$ cat config.mk
export PLATFORM = sky130hd
export DESIGN_NAME = dac_code_path
export DESIGN_NICKNAME = d
export VERILOG_FILES = /design/src/hdl/dac_code_path.v /design/src/hdl/code_format.v /design/src/hdl/code_calibrate.v
export VERILOG_INCLUDE_DIRS = /design/src /design/src/hdl
export SDC_FILE = /design/constraint.sdc
export NUM_CORES = 2
export LEC_CHECK = 0
export BUFFER_PORTS_ARGS = -buffer_cell sky130_fd_sc_hd__buf_2
export CORE_AREA = 2 2 388 390
export CTS_CLUSTER_DIAMETER = 100
export CTS_CLUSTER_SIZE = 12
export DETAILED_ROUTE_END_ITERATION = 6
export DIE_AREA = 0 0 390 392
export PLACE_DENSITY_LB_ADDON = 0.1
export SKIP_CTS_REPAIR_TIMING = 1
export SLEW_MARGIN = 25
export SYNTH_ARGS = -nofsm -noshare
export SYNTH_HDL_FRONTEND = slang
export SYNTH_SLANG_ARGS = --single-unit
$ cat constraint.sdc
create_clock -name pclk -period 16.45 [get_ports pclk]
set_input_delay 2.4675 -clock pclk [delete_from_list [all_inputs] [get_ports pclk]]
set_output_delay 2.4675 -clock pclk [all_outputs]
set_load 0.01 [all_outputs]
$ cat src/hdl/dac_code_consts.vh
// Constants for the channel code calibration and format block.
// Assumes inclusion by design files only; holds definitions alone.
`ifndef DAC_CODE_CONSTS_VH
`define DAC_CODE_CONSTS_VH
// ****************************************
// Register byte offsets
// ****************************************
`define OFF_CONFIG 12'h000
`define OFF_STATUS 12'h004
`define OFF_SHIFT_A 12'h008
`define OFF_SHIFT_B 12'h00C
`define OFF_INPUT_BASE 12'h040
`define OFF_GAIN_BASE 12'h060
`define OFF_ZERO_BASE 12'h080
`define OFF_CHAN_BASE 12'h0A0
// ****************************************
// Config fields
// ****************************************
`define CFG_CORR_BIT 0
`define CFG_GAIN_BIT 1
// ****************************************
// Reset values and arithmetic constants
// ****************************************
`define GAIN_RESET 14'h2000
`define ZERO_RESET 14'h0000
`define INPUT_RESET 14'h0000
`define GAIN_BIAS 15'h2000
`define SHIFT_G6_BIN 14'h2666
`define SHIFT_G4_BIN 14'h2AAB
`define CODE_MSB 14'h2000
`define CODE_MAX 14'h3FFF
`define NUM_CHAN 8
`define INIT_CYCLES 2'h3
`endif

$ cat src/hdl/dac_code_path.v
// Channel code path of an eight-channel 14-bit converter with APB registers.
// Assumes an APB master on pclk and static strap pins for format and supply mode.
`timescale 1ns/100ps
`include "dac_code_consts.vh"
module dac_code_path #(
	// Factory trim values, straight binary; defaults are the nominal figures
	parameter [13:0] TRIM_A_G6 = `SHIFT_G6_BIN,
	parameter [13:0] TRIM_A_G4 = `SHIFT_G4_BIN,
	parameter [13:0] TRIM_B_G6 = `SHIFT_G6_BIN,
	parameter [13:0] TRIM_B_G4 = `SHIFT_G4_BIN
) (
	// Clock and reset
	input wire pclk,
	input wire presetn,
	// APB slave
	input wire psel,
	input wire penable,
	input wire pwrite,
	input wire [11:0] paddr,
	input wire [31:0] pwdata,
	output reg [31:0] prdata,
	output reg pready,
	output reg pslverr,
	// Strap pins
	input wire number_format_select,
	input wire dual_supply,
	// Converter side
	output reg [14*`NUM_CHAN-1:0] chan_code,
	output reg [13:0] level_shift_code_a,
	output reg [13:0] level_shift_code_b,
	output reg shift_dac_powerdown,
	output reg gain_six
);
	// ****************************************
	// Declarations
	// ****************************************
	// Register file
	reg [13:0] input_q [0:`NUM_CHAN-1];
	reg [13:0] gain_q [0:`NUM_CHAN-1];
	reg [13:0] zero_q [0:`NUM_CHAN-1];
	reg [13:0] shift_a_q;
	reg [13:0] shift_b_q;
	// Control and strap state
	reg correction_enable;
	reg gain_sel_q;
	reg fmt_meta_q, fmt_q, sup_meta_q, sup_q;
	reg [1:0] init_cnt_q;
	// Next values of the level shift codes
	reg [13:0] shift_a_d;
	reg [13:0] shift_b_d;
	// Read path
	reg [31:0] rdata_d;
	reg rerr_d;
	// Bus qualifiers and decode
	wire setup = psel & ~penable;
	wire access = psel & penable;
	wire wr = access & pwrite & pready;
	wire [2:0] ch = paddr[4:2];
	wire init_busy = (init_cnt_q != 2'h0);
	wire init_load = (init_cnt_q == 2'h1);
	wire sel_config;
	wire sel_status;
	wire sel_shift_a;
	wire sel_shift_b;
	wire sel_input;
	wire sel_gain;
	wire sel_zero;
	wire sel_chan;
	wire wr_ok;
	wire gain_flip;
	wire [14*`NUM_CHAN-1:0] cal_bus;
	wire [14*`NUM_CHAN-1:0] bin_bus;
	integer i;

	// Region decode of an eight-word channel bank
	function in_bank;
		input [11:0] addr;
		input [11:0] base;
		begin
			in_bank = (addr[11:5] == base[11:5]) && (addr[1:0] == 2'b00);
		end
	endfunction

	// Sign bit flip between twos complement and offset binary
	function [13:0] flip_sign;
		input [13:0] code;
		input twos;
		begin
			flip_sign = code ^ (twos ? `CODE_MSB : 14'h0000);
		end
	endfunction

	// Level shift default for a group, converted to the external format
	function [13:0] shift_default;
		input six;
		input [13:0] t6;
		input [13:0] t4;
		input twos;
		begin
			shift_default = flip_sign(six ? t6 : t4, twos);
		end
	endfunction

	// ****************************************
	// Address decode
	// ****************************************
	// One select per register or bank; the read path uses all, the write path all but status and channel
	assign sel_config = (paddr == `OFF_CONFIG);
	assign sel_status = (paddr == `OFF_STATUS);
	assign sel_shift_a = (paddr == `OFF_SHIFT_A);
	assign sel_shift_b = (paddr == `OFF_SHIFT_B);
	assign sel_input = in_bank(paddr, `OFF_INPUT_BASE);
	assign sel_gain = in_bank(paddr, `OFF_GAIN_BASE);
	assign sel_zero = in_bank(paddr, `OFF_ZERO_BASE);
	assign sel_chan = in_bank(paddr, `OFF_CHAN_BASE);
	// Writes count only outside the start-up window
	assign wr_ok = wr & ~init_busy;
	assign gain_flip = wr_ok & sel_config & (pwdata[`CFG_GAIN_BIT] != gain_sel_q);

	// ****************************************
	// Strap synchronisers
	// ****************************************
	always @(posedge pclk or negedge presetn) begin
		if (!presetn) begin
			fmt_meta_q <= 1'b0;
			fmt_q <= 1'b0;
			sup_meta_q <= 1'b0;
			sup_q <= 1'b0;
		end else begin
			fmt_meta_q <= number_format_select;
			fmt_q <= fmt_meta_q;
			sup_meta_q <= dual_supply;
			sup_q <= sup_meta_q;
		end
	end

	// ****************************************
	// Start-up window
	// ****************************************
	// Three edges after release, so defaults load from synchronised straps
	always @(posedge pclk or negedge presetn) begin
		if (!presetn) begin
			init_cnt_q <= `INIT_CYCLES;
		end else if (init_busy) begin
			init_cnt_q <= init_cnt_q - 2'h1;
		end
	end

	// ****************************************
	// Per-channel format and calibration
	// ****************************************
	genvar g;
	generate
		for (g = 0; g < `NUM_CHAN; g = g + 1) begin : chan
			wire [13:0] bin_code;
			// Input code to offset binary before arithmetic
			code_format fmt_in (
				.code_in(input_q[g]),
				.twos_mode(fmt_q),
				.code_out(bin_code)
			);
			// Gain unsigned, zero signed whatever the pin
			code_calibrate cal (
				.input_code(bin_code),
				.gain_code(gain_q[g]),
				.zero_code(zero_q[g]),
				.cal_code(cal_bus[14*g+13:14*g])
			);
			assign bin_bus[14*g+13:14*g] = bin_code;
		end
	endgenerate

	// ****************************************
	// Register writes
	// ****************************************
	always @(posedge pclk or negedge presetn) begin
		if (!presetn) begin
			for (i = 0; i < `NUM_CHAN; i = i + 1) begin
				input_q[i] <= `INPUT_RESET;
				gain_q[i] <= `GAIN_RESET;
				zero_q[i] <= `ZERO_RESET;
			end
			correction_enable <= 1'b0;
			gain_sel_q <= 1'b1;
			shift_a_q <= 14'h0000;
			shift_b_q <= 14'h0000;
		end else begin
			shift_a_q <= shift_a_d;
			shift_b_q <= shift_b_d;
			if (wr_ok) begin
				if (sel_config) begin
					correction_enable <= pwdata[`CFG_CORR_BIT];
					gain_sel_q <= pwdata[`CFG_GAIN_BIT];
				end else if (sel_input) begin
					input_q[ch] <= pwdata[13:0];
				end else if (sel_gain) begin
					gain_q[ch] <= pwdata[13:0];
				end else if (sel_zero) begin
					zero_q[ch] <= pwdata[13:0];
				end
			end
		end
	end

	// ****************************************
	// Level shift next value
	// ****************************************
	// Start-up load, gain reload or host write; stored in the written format
	always @* begin
		shift_a_d = shift_a_q;
		shift_b_d = shift_b_q;
		if (init_load) begin
			shift_a_d = shift_default(gain_sel_q, TRIM_A_G6, TRIM_A_G4, fmt_q);
			shift_b_d = shift_default(gain_sel_q, TRIM_B_G6, TRIM_B_G4, fmt_q);
		end else if (gain_flip) begin
			shift_a_d = shift_default(pwdata[`CFG_GAIN_BIT], TRIM_A_G6, TRIM_A_G4, fmt_q);
			shift_b_d = shift_default(pwdata[`CFG_GAIN_BIT], TRIM_B_G6, TRIM_B_G4, fmt_q);
		end else if (wr_ok && sel_shift_a) begin
			shift_a_d = pwdata[13:0];
		end else if (wr_ok && sel_shift_b) begin
			shift_b_d = pwdata[13:0];
		end
	end

	// ****************************************
	// Read mux
	// ****************************************
	always @* begin
		rdata_d = 32'h0000_0000;
		rerr_d = 1'b0;
		if (sel_config) begin
			rdata_d = {30'h0000_0000, gain_sel_q, correction_enable};
		end else if (sel_status) begin
			rdata_d = {29'h0000_0000, init_busy, sup_q, fmt_q};
		end else if (sel_shift_a) begin
			rdata_d = {18'h0_0000, shift_a_q};
		end else if (sel_shift_b) begin
			rdata_d = {18'h0_0000, shift_b_q};
		end else if (sel_input) begin
			rdata_d = {18'h0_0000, input_q[ch]};
		end else if (sel_gain) begin
			rdata_d = {18'h0_0000, gain_q[ch]};
		end else if (sel_zero) begin
			rdata_d = {18'h0_0000, zero_q[ch]};
		end else if (sel_chan) begin
			rdata_d = {18'h0_0000, chan_code[14*ch +: 14]};
		end else begin
			rerr_d = 1'b1;
		end
	end

	// ****************************************
	// APB answer, no wait states
	// ****************************************
	always @(posedge pclk or negedge presetn) begin
		if (!presetn) begin
			pready <= 1'b0;
			prdata <= 32'h0000_0000;
			pslverr <= 1'b0;
		end else begin
			pready <= setup;
			prdata <= (setup & ~pwrite) ? rdata_d : 32'h0000_0000;
			pslverr <= setup & rerr_d;
		end
	end

	// ****************************************
	// Converter-side outputs
	// ****************************************
	always @(posedge pclk or negedge presetn) begin
		if (!presetn) begin
			chan_code <= {14*`NUM_CHAN{1'b0}};
			level_shift_code_a <= 14'h0000;
			level_shift_code_b <= 14'h0000;
			shift_dac_powerdown <= 1'b1;
			gain_six <= 1'b1;
		end else begin
			chan_code <= correction_enable ? cal_bus : bin_bus;
			// Converter wants offset binary; stored value keeps written format
			level_shift_code_a <= flip_sign(shift_a_q, fmt_q);
			level_shift_code_b <= flip_sign(shift_b_q, fmt_q);
			shift_dac_powerdown <= ~sup_q;
			gain_six <= gain_sel_q;
		end
	end
endmodule // dac_code_path

$ cat src/hdl/code_format.v
// Converts a 14-bit code between the pin-selected external format and offset binary.
// Assumes a static format select level from the synchronised pin.
`timescale 1ns/100ps
`include "dac_code_consts.vh"
module code_format (
	// Code in and out
	input wire [13:0] code_in,
	input wire twos_mode,
	output wire [13:0] code_out
);
	// Twos complement maps to offset binary by flipping the sign bit
	assign code_out = twos_mode ? (code_in ^ `CODE_MSB) : code_in;
endmodule // code_format

$ cat src/hdl/code_calibrate.v
// Combinational gain and zero correction of one offset-binary input code.
// Assumes gain unsigned and zero signed twos complement, per channel.
`timescale 1ns/100ps
`include "dac_code_consts.vh"
module code_calibrate (
	// Operands
	input wire [13:0] input_code,
	input wire [13:0] gain_code,
	input wire [13:0] zero_code,
	// Result
	output reg [13:0] cal_code
);
	reg [29:0] prod;
	reg signed [17:0] sum;
	// Scale by (gain + 2^13) / 2^14, add zero, saturate
	always @* begin
		prod = {16'h0000, input_code} * {15'h0000, ({1'b0, gain_code} + `GAIN_BIAS)};
		sum = $signed({2'b00, prod[29:14]}) + $signed({{4{zero_code[13]}}, zero_code});
		if (sum < 0) begin
			cal_code = 14'h0000;
		end else if (sum > $signed({4'h0, `CODE_MAX})) begin
			cal_code = `CODE_MAX;
		end else begin
			cal_code = sum[13:0];
		end
	end
endmodule // code_calibrate

==> summary.md <==
| Metric | Value |
|---|---|
| Max FO, Critical Path | `16` |
| Post-synth top cells | `inv_1, fa_1, nand2_1` |
| Die Y | `392 um` |
| P_leak | `45.9 nW` |
| Row cnt | `142` |
| Critical Path AT | `9980 ps` |
| CP endpoint kind | `register` |
| Slowest CP cell | `xor2_4` |
| Initial antenna violation count | `36` |
| Clk_skew | `37.4 ps` |
| Fill count | `13058` |
| Initial cell density of the core | `0.547` |
| Biggest area consumer among synthesized cells | `fa_1` |
| Antenna-violating nets left | `0` |
| Post-Route WL | `253000 um` |
| Routability Congestion | `0.978` |
| Post-synthesis async set-or-reset flop share | `1.00` |
| Synth top area share | `0.301` |
| Syn Std Cell Area | `81400 um^2` |
| Global-route wire length before repair | `389000 um` |
| CTS max path bufs | `3` |
| Critical path class | `reg -> reg` |
| Drt first pass iters | `6` |
| EDFF count, synth | `0` |
| Share of cells above drive strength 1 | `0.124` |
| Total number of vias | `60274` |
| Number of synthesis warnings | `0` |
| Status | `finished, final reports clean` |
| Unrepaired setup endpoints after global routing | `false` |
| Slew @ Worst Pin | `1100 ps` |
| Total grt overflow | `0` |
| Vias per cell | `5.94` |
| Slew HR | `0.264` |
| Final Cycle Share | `0.573` |
| Vias in the first global route | `62412` |
| DRT iter0 DRCs | `5806` |
| Area of the die | `153000 um^2` |
| Core ar. | `149000 um^2` |
| Dominant synthesized flop cell | `dfrtp_1` |
| Layout area overhead | `5.10%` |
| H-tree Lvls | `2` |
| Clk pin slew, worst setup/hold paths | `70 ps` |
| Final TNS setup | `0 ps` |
| Sink Count | `530` |
| Worst setup SP type | `register` |
| CTS Root Buffer Type | `clkbuf_16` |
| Wire length per cell | `25.0 um` |
| Synth Area per Inst | `9.94 um^2` |
| Die X | `390 um` |
| Critical Path RT | `17000 ps` |
| DRC errors left | `0` |
| Sequential-to-total area share from yosys stat | `0.163` |
| Gr usage total | `0.341` |
| Critical Path Max Stage Delay | `580 ps` |
| Synth area leaders | `fa_1, dfrtp_1, ha_1` |
| Largest net degree at the start of global routing | `111` |
| Endpoints failing setup | `0` |
| Post-synthesis cell count | `8192` |
| PwrDens | `30.6 nW/um^2` |
| Fin nets | `10284` |
| Tmin final | `9430 ps` |
| IO Pins | `227` |
| Synth Register Bits | `530` |
| Final hold violation count | `0` |
| TritonCTS Buffers | `50` |
| TritonCTS clock tree | `built` |
| R2r setup slk | `7020 ps` |
| Worst hold path type | `reg -> reg` |
| Hpwl dp | `192000 um` |
| Max Slew Vio Count | `0` |
| Tot Pwr | `0.00262 W` |
| Most used cell, CP | `fa_1` |
| Peak VDD IR | `0.0755 mV` |
| Count leader, synth | `inv_1` |
| F_max | `0.106 GHz` |
| Max-Cap Viols | `0` |
| Buffers on Ports | `190` |
| Synth cell types | `87` |
| Clk_lat worst skew | `640 ps` |
==> power breakdown <==
group | internal (W) | switching [W]
Sequential | 0.00131 | 0.00000474
Combinational | 0.0000541 | 0.000139
Clock | 0.000578 | 0.000540
==> layout make-up <==
cell class	count	area, um^2	share of cell area
timing repair buffer	287	1740	0.0203
sequential	530	13300	0.155
clock inverter	3	45.0	0.000526
multi-input combinational	5781	61000	0.713
clock buffer	88	1400	0.0164
antenna	8	20.0	0.000234
tap	1944	2430	0.0284
inverter	1502	5640	0.0659
==> layout by cell type, fill, tap and decap left out, types with 18 or more instances in the layout <==
cell       count
inv_1       1502
fa_1        1224
nand2_1     1001
ha_1         857
and2_1       706
dfrtp_1      516
mux2_2       354
buf_2        184
a21oi_1      178
nor2_1       153
xnor2_1      149
mux4_2       137
o21ai_0      110
o221a_2      108
nand2b_1      98
buf_4         97
xor2_1        91
a21o_1        85
nor3_1        54
conb_1        50
clkbuf_16     50
clkbuf_1      37
o21a_1        36
nand3_1       35
o211ai_1      26
o21bai_1      23
nand4_1       22
and3_1        21
mux2i_1       18
==> routing by layer <==
layer / vias to the layer above / wire (um) / global-route usage
li1: 25783 / - / -
met4: 20 / 12100 / 0.138
met2: 2700 / 107000 / 0.498
met1: 31228 / 105000 / 0.479
met5: - / 132 / 0
met3: 543 / 29200 / 0.0957
==> worst max-delay path, delay by kind of cell, from the launching register on <==
family	cells	cell delay, ps
adders and majority gates	8	3520
buffers and inverters	4	600
xor gates and xnor gates	3	1010
and+or+nand+nor	4	780
DFF	1	320
AOI/OAI and AO/OA	12	3090
==> registers in the layout, summed over array words and instances, names as in the netlist <==
signal,flops
chan_code,112
pready,1
pslverr,1
shift_dac_powerdown,1
shift_b_q,14
level_shift_code_b,14
prdata,14
init_cnt_q,2
gain_sel_q,1
zero_q,112
sup_meta_q,1
level_shift_code_a,14
gain_q,112
gain_six,1
shift_a_q,14
fmt_q,1
input_q,112
fmt_meta_q,1
correction_enable,1
sup_q,1
==> cells by family after synthesis <==
kind of cell | after synthesis | synth area share
buffers and inverters | 1929 | 0.0908
AND/OR/NAND/NOR | 2164 | 0.131
AO/OA/AOI/OAI | 725 | 0.0656
flip-flops | 530 | 0.163
multiplexers | 519 | 0.0909
XOR/XNOR | 242 | 0.0260
other | 2 | 0.0000922
adder cells (fa/ha/maj) | 2081 | 0.433
==> worst paths after layout <==
check | end | cells past startpoint | startpoint
max | chan_code[26] | 31 | fmt_q
min | fmt_q | 0 | fmt_meta_q
max reg2reg | chan_code[26] | 31 | fmt_q
min reg2reg | fmt_q | 0 | fmt_meta_q
max in group asynchronous | chan_code[50] | 3 | presetn
min in group asynchronous | input_q[106] | 1 | presetn
==> through the flow <==
stage / setup WS, ps / instances / util / hold WS, ps / instance area (um^2)
final: 7020 / 10143 / 0.575 / 344 / 85600
after global routing: 6570 / 10137 / 0.575 / 349 / 85500
after CTS: 6860 / 10133 / 0.574 / 344 / 85500
after detailed placement: 6920 / 10042 / 0.564 / 340 / 84000
after global placement: 7180 / 10042 / 0.564 / 337 / 84000
after floorplan: 8160 / 8240 / - / 331 / 81600
No activity file was read; power rests on OpenSTA's default activity.
